==> src/include/ide_select_pkg.sv <==
/*
  Constants for the disk interface select decoder: host I/O address
  windows, strap reset values and reset-window timing.
  Assumes a 10-bit ISA I/O address and a single 50 MHz clock.
*/
package ide_select_pkg;
  localparam int ADDR_W = 10;
  localparam int STRAP_W = 2;
  // Command block windows
  localparam logic [ADDR_W-1:0] PRI_CMD_LO = 10'h1f0;
  localparam logic [ADDR_W-1:0] PRI_CMD_HI = 10'h1f7;
  localparam logic [ADDR_W-1:0] SEC_CMD_LO = 10'h170;
  localparam logic [ADDR_W-1:0] SEC_CMD_HI = 10'h177;
  localparam logic [ADDR_W-1:0] XT_CMD_LO = 10'h320;
  localparam logic [ADDR_W-1:0] XT_CMD_HI = 10'h323;
  // Control block windows
  localparam logic [ADDR_W-1:0] PRI_CTL_LO = 10'h3f6;
  localparam logic [ADDR_W-1:0] PRI_CTL_HI = 10'h3f7;
  localparam logic [ADDR_W-1:0] SEC_CTL_LO = 10'h376;
  localparam logic [ADDR_W-1:0] SEC_CTL_HI = 10'h377;
  // Reset values
  localparam logic [STRAP_W-1:0] STRAP_RESET = 2'h0;
  localparam logic SELECT_IDLE = 1'b1;
  // Cycles after reset release during which straps are still sampled
  localparam int STRAP_HOLD_CYCLES = 4;
  localparam int HOLD_W = 3;
  typedef enum logic [1:0] {MODE_OFF, MODE_AT_PRI, MODE_AT_SEC, MODE_XT} decode_mode_t;
endpackage

==> src/ide_select_decode.sv <==
/*
  Disk interface select decoder: decodes host I/O cycles into the drive's
  lane enables and block selects, senses the drive's wide-transfer line and
  latches the serial configuration straps shared with the lane enable pins.
  Assumes host address, cycle qualifier, wide-transfer and strap pins are
  asynchronous; mode controls come from logic on clk.
*/
// Behaviour
// - AT primary, enabled: low lane enable for 1F0-1F7 and 3F6-3F7.
// - AT secondary: low lane enable for 170-177 and 376-377 instead.
// - XT mode: low lane enable for 320-323, PIO or DMA.
// - High lane enable only AT, wide transfer active, command window.
// - Command block select: 1F0-1F7 / 170-177 in AT, 320-323 in XT.
// - Control block select: 3F6-3F7 AT primary and XT, 376-377 secondary.
// - In AT the drive's wide line is low for 16-bit, high for 8-bit.
// - In XT the same input is the active-low disk DMA acknowledge.
// - Adapter mode: straps on lane pins latched around reset for serial address.
`timescale 1ns/1ns
`default_nettype none
module ide_select_decode (
  input wire logic clk,
  input wire logic rstn,
  input wire logic [ide_select_pkg::ADDR_W-1:0] host_addr,
  input wire logic host_io_cycle,
  input wire logic ide_enable,
  input wire logic xt_mode,
  input wire logic secondary_addr,
  input wire logic adapter_mode,
  input wire logic wide_transfer_request_n,
  input wire logic serial_cfg_strap_hi,
  input wire logic serial_cfg_strap_lo,
  output logic ide_low_lane_select_n,
  output logic ide_low_lane_select_oe,
  output logic ide_high_lane_select_n,
  output logic ide_high_lane_select_oe,
  output logic disk_cmd_block_select_n,
  output logic disk_ctl_block_select_n,
  output logic wide_transfer_active,
  output logic disk_dma_ack,
  output logic [ide_select_pkg::STRAP_W-1:0] serial_cfg
);
  import ide_select_pkg::*;

  function automatic logic in_range(input logic [ADDR_W-1:0] a, input logic [ADDR_W-1:0] lo,
                                    input logic [ADDR_W-1:0] hi);
    in_range = (a >= lo) && (a <= hi);
  endfunction

  // Two-flop synchronisers for pin inputs
  logic [ADDR_W-1:0] addr_s1, addr_s2;
  logic cyc_s1, cyc_s2, wide_s1, wide_s2;
  logic [STRAP_W-1:0] strap_s1, strap_s2;
  always_ff @(posedge clk or negedge rstn) begin
    if (!rstn) begin
      addr_s1 <= '0;
      addr_s2 <= '0;
      cyc_s1 <= 1'b0;
      cyc_s2 <= 1'b0;
      wide_s1 <= 1'b1;
      wide_s2 <= 1'b1;
      strap_s1 <= STRAP_RESET;
      strap_s2 <= STRAP_RESET;
    end else begin
      addr_s1 <= host_addr;
      addr_s2 <= addr_s1;
      cyc_s1 <= host_io_cycle;
      cyc_s2 <= cyc_s1;
      wide_s1 <= wide_transfer_request_n;
      wide_s2 <= wide_s1;
      strap_s1 <= {serial_cfg_strap_hi, serial_cfg_strap_lo};
      strap_s2 <= strap_s1;
    end
  end

  // Strap window: open in reset, closes after the synchronisers have filled
  logic [HOLD_W-1:0] hold_cnt;
  logic strap_window;
  always_ff @(posedge clk or negedge rstn) begin
    if (!rstn) begin
      hold_cnt <= '0;
      strap_window <= 1'b1;
    end else if (strap_window) begin
      if (hold_cnt == HOLD_W'(STRAP_HOLD_CYCLES - 1)) begin
        strap_window <= 1'b0;
      end
      hold_cnt <= hold_cnt + 1'b1;
    end
  end

  always_ff @(posedge clk or negedge rstn) begin
    if (!rstn) begin
      serial_cfg <= STRAP_RESET;
    end else if (strap_window && adapter_mode) begin
      serial_cfg <= strap_s2;
    end
  end

  // Mode selection
  decode_mode_t mode;
  always_comb begin
    if (!ide_enable) begin
      mode = MODE_OFF;
    end else if (xt_mode) begin
      mode = MODE_XT;
    end else if (secondary_addr) begin
      mode = MODE_AT_SEC;
    end else begin
      mode = MODE_AT_PRI;
    end
  end

  logic cmd_hit, ctl_hit, wide_ok;
  always_comb begin
    cmd_hit = 1'b0;
    ctl_hit = 1'b0;
    wide_ok = 1'b0;
    case (mode)
      MODE_AT_PRI: begin
        cmd_hit = in_range(addr_s2, PRI_CMD_LO, PRI_CMD_HI);
        ctl_hit = in_range(addr_s2, PRI_CTL_LO, PRI_CTL_HI);
        wide_ok = !wide_s2;
      end
      MODE_AT_SEC: begin
        cmd_hit = in_range(addr_s2, SEC_CMD_LO, SEC_CMD_HI);
        ctl_hit = in_range(addr_s2, SEC_CTL_LO, SEC_CTL_HI);
        wide_ok = !wide_s2;
      end
      MODE_XT: begin
        cmd_hit = in_range(addr_s2, XT_CMD_LO, XT_CMD_HI);
        ctl_hit = in_range(addr_s2, PRI_CTL_LO, PRI_CTL_HI);
      end
      default: begin
        cmd_hit = 1'b0;
      end
    endcase
  end

  logic next_low, next_high, next_cmd, next_ctl;
  always_comb begin
    next_cmd = !(cyc_s2 && cmd_hit);
    next_ctl = !(cyc_s2 && ctl_hit);
    next_low = !(cyc_s2 && (cmd_hit || (ctl_hit && mode != MODE_XT)));
    next_high = !(cyc_s2 && cmd_hit && wide_ok);
  end

  always_ff @(posedge clk or negedge rstn) begin
    if (!rstn) begin
      ide_low_lane_select_n <= SELECT_IDLE;
      ide_high_lane_select_n <= SELECT_IDLE;
      disk_cmd_block_select_n <= SELECT_IDLE;
      disk_ctl_block_select_n <= SELECT_IDLE;
    end else if (strap_window) begin
      ide_low_lane_select_n <= SELECT_IDLE;
      ide_high_lane_select_n <= SELECT_IDLE;
      disk_cmd_block_select_n <= SELECT_IDLE;
      disk_ctl_block_select_n <= SELECT_IDLE;
    end else begin
      ide_low_lane_select_n <= next_low;
      ide_high_lane_select_n <= next_high;
      disk_cmd_block_select_n <= next_cmd;
      disk_ctl_block_select_n <= next_ctl;
    end
  end

  // Lane pins are released while straps may be sampled in adapter mode
  always_ff @(posedge clk or negedge rstn) begin
    if (!rstn) begin
      ide_low_lane_select_oe <= 1'b0;
      ide_high_lane_select_oe <= 1'b0;
    end else begin
      ide_low_lane_select_oe <= !(strap_window && adapter_mode);
      ide_high_lane_select_oe <= !(strap_window && adapter_mode);
    end
  end

  always_ff @(posedge clk or negedge rstn) begin
    if (!rstn) begin
      wide_transfer_active <= 1'b0;
      disk_dma_ack <= 1'b0;
    end else begin
      wide_transfer_active <= ide_enable && !xt_mode && !wide_s2;
      disk_dma_ack <= ide_enable && xt_mode && !wide_s2;
    end
  end

  // Checks
  property p_pri_low;
    @(posedge clk) disable iff (!rstn)
    (!strap_window && mode == MODE_AT_PRI && cyc_s2 && in_range(addr_s2, PRI_CTL_LO, PRI_CTL_HI))
      |=> !ide_low_lane_select_n;
  endproperty
  a_pri_low: assert property (p_pri_low) else $error("low lane not set on primary control");

  property p_sec_low;
    @(posedge clk) disable iff (!rstn)
    (!strap_window && mode == MODE_AT_SEC && cyc_s2 && in_range(addr_s2, SEC_CMD_LO, SEC_CMD_HI))
      |=> (!ide_low_lane_select_n && !disk_cmd_block_select_n);
  endproperty
  a_sec_low: assert property (p_sec_low) else $error("secondary command window missed");

  property p_xt_low;
    @(posedge clk) disable iff (!rstn)
    (!strap_window && mode == MODE_XT && cyc_s2 && in_range(addr_s2, XT_CMD_LO, XT_CMD_HI))
      |=> !ide_low_lane_select_n;
  endproperty
  a_xt_low: assert property (p_xt_low) else $error("xt low lane not set");

  property p_high_never_xt;
    @(posedge clk) disable iff (!rstn)
    $past(mode) == MODE_XT |-> ide_high_lane_select_n;
  endproperty
  a_high_never_xt: assert property (p_high_never_xt) else $error("high lane in xt mode");

  property p_high_needs_wide;
    @(posedge clk) disable iff (!rstn)
    !ide_high_lane_select_n |-> ($past(wide_s2) == 1'b0 && !disk_cmd_block_select_n);
  endproperty
  a_high_needs_wide: assert property (p_high_needs_wide) else $error("high lane without wide");

  property p_ctl_pri;
    @(posedge clk) disable iff (!rstn)
    (!strap_window && mode != MODE_OFF && mode != MODE_AT_SEC && cyc_s2 && addr_s2 == PRI_CTL_HI)
      |=> !disk_ctl_block_select_n;
  endproperty
  a_ctl_pri: assert property (p_ctl_pri) else $error("control select missed");

  property p_wide_sense;
    @(posedge clk) disable iff (!rstn)
    (ide_enable && !xt_mode && !wide_transfer_request_n) ##1 (ide_enable && !xt_mode)[*2]
      |=> wide_transfer_active;
  endproperty
  a_wide_sense: assert property (p_wide_sense) else $error("wide transfer not sensed");

  property p_dma_ack;
    @(posedge clk) disable iff (!rstn)
    disk_dma_ack |-> ($past(xt_mode) && !wide_transfer_active);
  endproperty
  a_dma_ack: assert property (p_dma_ack) else $error("dma ack outside xt");

  property p_strap_hold;
    @(posedge clk) disable iff (!rstn)
    !strap_window |=> $stable(serial_cfg);
  endproperty
  a_strap_hold: assert property (p_strap_hold) else $error("strap changed after window");

  property p_idle_off;
    @(posedge clk) disable iff (!rstn)
    (mode == MODE_OFF || !cyc_s2) |=> (ide_low_lane_select_n && ide_high_lane_select_n &&
      disk_cmd_block_select_n && disk_ctl_block_select_n);
  endproperty
  a_idle_off: assert property (p_idle_off) else $error("select active while idle");
endmodule
`default_nettype wire

==> config.mk <==
export PLATFORM = sky130hd
export DESIGN_NAME = ide_select_decode
export DESIGN_NICKNAME = d
export VERILOG_FILES = /design/src/include/ide_select_pkg.sv /design/src/ide_select_decode.sv
export SDC_FILE = /design/constraint.sdc
export NUM_CORES = 1
export LEC_CHECK = 0
export ABC_AREA = 1
export BUFFER_PORTS_ARGS = -buffer_cell sky130_fd_sc_hd__buf_2
export CORE_AREA = 2 2 76 78
export DETAILED_ROUTE_END_ITERATION = 7
export DIE_AREA = 0 0 78 80
export GPL_TIMING_DRIVEN = 1
export PLACE_DENSITY = 0.41
export SYNTH_ARGS = -nofsm -noshare
export SYNTH_HDL_FRONTEND = slang
export SYNTH_SLANG_ARGS = --single-unit
export TNS_END_PERCENT = 5
==> constraint.sdc <==
create_clock -name clk -period 1.9 [get_ports clk]
set_input_delay 0.095 -clock clk [delete_from_list [all_inputs] [get_ports clk]]
set_output_delay 0.095 -clock clk [all_outputs]
set_load 0.01 [all_outputs]
==> run summary <==
LAYOUT
--------------------------------------------------------------------------------------------------------
Area taken by flip-flops and latches                                                             985 um2
Syn-to-layout area delta                                                                           34.6%
Area of the multi-input gates                                                                    256 um2
Commonest cells after routing, fill and taps aside                                          dfrtp_1, buf_2, dlygate4sd3_1
Number of nets in the final layout                                                                   169
Fraction of final layout cells with drive strength greater than 1                                  35.8%
Most common library cell in the layout ignoring fill and taps                                    dfrtp_1
Antenna cells                                                                                          0
Final-layout fill cell count                                                                         564

DETAILED ROUTING
--------------------------------------------------------------------------------------------------------
Pre-Repair DR Iteration Count                                                                          4
Via count                                                                                            824
Post-detailed-route via-to-cell ratio                                                               3.75
Detailed Route WL                                                                                2.05 mm
DRC violations left                                                                                    0
Wirelength per Cell                                                                              9.33 um
Number of nets with antenna violations after routing                                                   0
Violation count after the first detailed-route iteration                                              11

PWR
--------------------------------------------------------------------------------------------------------
Share of power burned in combinational logic                                                        5.6%
Part of the total power dissipated in the clock network                                            36.0%
Power Dens Cells                                                                              851 mW/mm2
Sequential share of power                                                                          58.4%
Standby leakage power                                                                           0.840 nW
P_sw                                                                                              337 uW
Max rail drop VDD                                                                               0.530 mV
Design Power                                                                                     1.50 mW
Internal power component                                                                         1.16 mW
Switching power share of the total                                                                 22.5%

FLOORPLAN
--------------------------------------------------------------------------------------------------------
Number of placement rows                                                                              27
Initial Utilization                                                                                24.1%
Area of the core region                                                                      0.00541 mm2
Die Y                                                                                              80 um
Die area                                                                                     0.00624 mm2
Boundary pin count                                                                                    30
Horizontal extent of the die                                                                       78 um

SETUP PATH
--------------------------------------------------------------------------------------------------------
Data required time of the critical path                                                          2130 ps
Category of the critical setup timing path                                                  flip-flop to flip-flop
WP data arrival                                                                                  1420 ps
Worst-case register-to-register setup slack                                                       710 ps
Largest fanout of any net on the critical path                                                         4
Worst setup EP type                                                                            flip-flop
Kind of start point of the critical path                                                       flip-flop

CLOCK TREE
--------------------------------------------------------------------------------------------------------
TritonCTS sink count                                                                                  39
TritonCTS clock tree                                                                               built
CTS Buffer Depth                                                                                       2
Post-CTS setup-driven buffer insertion count                                                           0
Max H-tree Level                                                                                       2
Number of buffers added by the clock tree synthesis step                                               5
Gates resized, CTS repair                                                                              0
Post-CTS clock slew at the launch and capture registers of the worst setup and hold paths          80 ps
Root buffer cell                                                                                clkbuf_8
Clock latency on the worst-skew pair                                                              290 ps

YOSYS
--------------------------------------------------------------------------------------------------------
Syn_nets                                                                                             121
Post-synthesis cell count                                                                             99
Count of state elements after synthesis                                                               39
Combined area of all synthesized cells                                                       0.00131 mm2
Register area share after synthesis                                                                75.5%
Warning count from the yosys run                                                                       0
Cell variety after synth                                                                              20
Mean area per synthesized cell                                                                  13.2 um2

PLACEMENT
--------------------------------------------------------------------------------------------------------
IO Port Bufs                                                                                          28
Placement-stage worst setup slack                                                                 713 ps
Half-perimeter wire length after detailed placement                                              1.48 mm
Final weighted congestion of routability-driven global placement                                   0.724

GRT
--------------------------------------------------------------------------------------------------------
Wire length of the first global-routing pass                                                     3.51 mm
Largest net degree at the start of global routing                                                     40
Grt total ovfl                                                                                         0
Gr usage total                                                                                     7.51%
Initial antenna violation count                                                                        0
Number of global-route vias before repair                                                            816

STATUS
--------------------------------------------------------------------------------------------------------
Result of the run                                                                           complete, no violations

STA
--------------------------------------------------------------------------------------------------------
Max-Slew Margin vs Limit                                                                           46.7%
Number of hold-slack violations in the final timing report                                             0
Shortest period the worst path allows                                                            1190 ps
Count of endpoints failing setup in the final report                                                   0
Top achievable clock speed                                                                       843 MHz
Hold Worst Slack                                                                                 13.7 ps
Setup slack of the critical path after layout                                                     713 ps
Worst slew pin tran                                                                               800 ps
Unrepaired setup endpoints after global routing                                                    false
Final worst path period share                                                                      62.5%
Skew final                                                                                       3.25 ps
Total Neg Setup Slack                                                                               0 ps
Number of slew-limit violations in the final report                                                    0

FLOW RUN
--------------------------------------------------------------------------------------------------------
Maximum capacitance violations                                                                         0

WORST HOLD PATH
--------------------------------------------------------------------------------------------------------
Worst hold path type                                                                        primary input to flip-flop

==> cells by family after synthesis <==
| kind of cell | share of synthesized area, % |
|---|---|
| compound gates | 1.92 |
| simple gates | 13.4 |
| mux | 1.73 |
| flops | 75.5 |
| xor+xnor | 0.671 |
| fa+ha+maj | 1.92 |
| buf+inv | 4.89 |
==> repair_timing <==
action | CTS | global route
endpoints found under the setup margin | 0 | 0
hold endpoints to repair | 45 | 0
hold buffers | 14 | 0
==> power groups by stage <==
stage	combinational, mW	sequential [mW]	clock (mW)
floorplan	0.0214	0.887	0
global placement	0.0618	0.889	0
detailed placement	0.0635	0.890	0
CTS	0.0854	0.874	0.561
global route	0.0951	0.877	0.600
finish	0.0834	0.873	0.539
==> cells in the mapped netlist <==
master / count / share of area (%)
buf_4: 1 / 0.58
and3_4: 1 / 0.86
nand2_1: 12 / 3.5
nand2_2: 1 / 0.48
nor2_2: 2 / 0.96
nand4_2: 1 / 0.96
mux2_2: 2 / 1.7
ha_1: 2 / 1.9
nand3_1: 3 / 1.2
nor2_1: 5 / 1.4
a21oi_1: 3 / 1.2
dfstp_2: 7 / 14
nand3_2: 1 / 0.77
xor2_1: 1 / 0.67
o21ai_0: 2 / 0.77
nand4_1: 3 / 1.4
inv_2: 2 / 0.58
dfrtp_1: 32 / 61
nor3_1: 5 / 1.9
inv_1: 13 / 3.7
==> flip-flops by register name, summed over array words and instances (netlist names) <==
name / cells
addr_s1: 9
addr_s2: 9
hold_cnt: 3
serial_cfg: 2
strap_s1: 2
strap_s2: 2
cyc_s1: 1
cyc_s2: 1
disk_cmd_block_select_n: 1
disk_ctl_block_select_n: 1
disk_dma_ack: 1
ide_high_lane_select_n: 1
ide_high_lane_select_oe: 1
ide_low_lane_select_n: 1
strap_window: 1
wide_s1: 1
wide_s2: 1
wide_transfer_active: 1
==> cell type report <==
| class | count | share of cell area [%] |
|---|---|---|
| flip-flops and latches | 39 | 56.1 |
| clock buffers | 5 | 3.92 |
| clock inverters | 3 | 1.14 |
| well taps | 72 | 5.13 |
| repair buffers | 42 | 16.0 |
| multi-input cells | 44 | 14.6 |
| inverters | 15 | 3.21 |
==> critical path: stages, from the launching register on <==
cell and delay, ps:
dfrtp_1 380, inv_1 100, nand2_1 70, nor2_2 100, inv_1 50, nor2_1 100
nand3_1 80, nand2_1 80, nand3_1 80, nand2_1 70, inv_1 30
==> routing by layer <==
layer,vias to the layer above,track usage [%],share of wire (%)
met5,-,0,0
met3,6,3.62,5.5
met2,20,12.3,50
met1,392,7.92,42
met4,0,4.21,2.5
li1,406,-,-
==> metrics by stage <==
stage | instance area [um2] | cells | utilization [%]
finish | 1760 | 220 | 32.5
global route | 1760 | 220 | 32.5
CTS | 1760 | 220 | 32.5
detailed placement | 1530 | 198 | 28.3
global placement | 1530 | 198 | 28.3
floorplan | 1310 | 99 | -
==> final timing paths <==
kind,startpoint,endpoint,cells after the start
max in group asynchronous,rstn,hold_cnt[2],2
hold / removal,adapter_mode,ide_high_lane_select_oe,2
hold reg to reg,strap_s1[0],strap_s2[0],0
setup / recovery,addr_s2[7],ide_low_lane_select_n,10
setup reg to reg,addr_s2[7],ide_low_lane_select_n,10
min in group asynchronous,rstn,addr_s2[7],2
No activity file was read; power rests on OpenSTA's default activity.
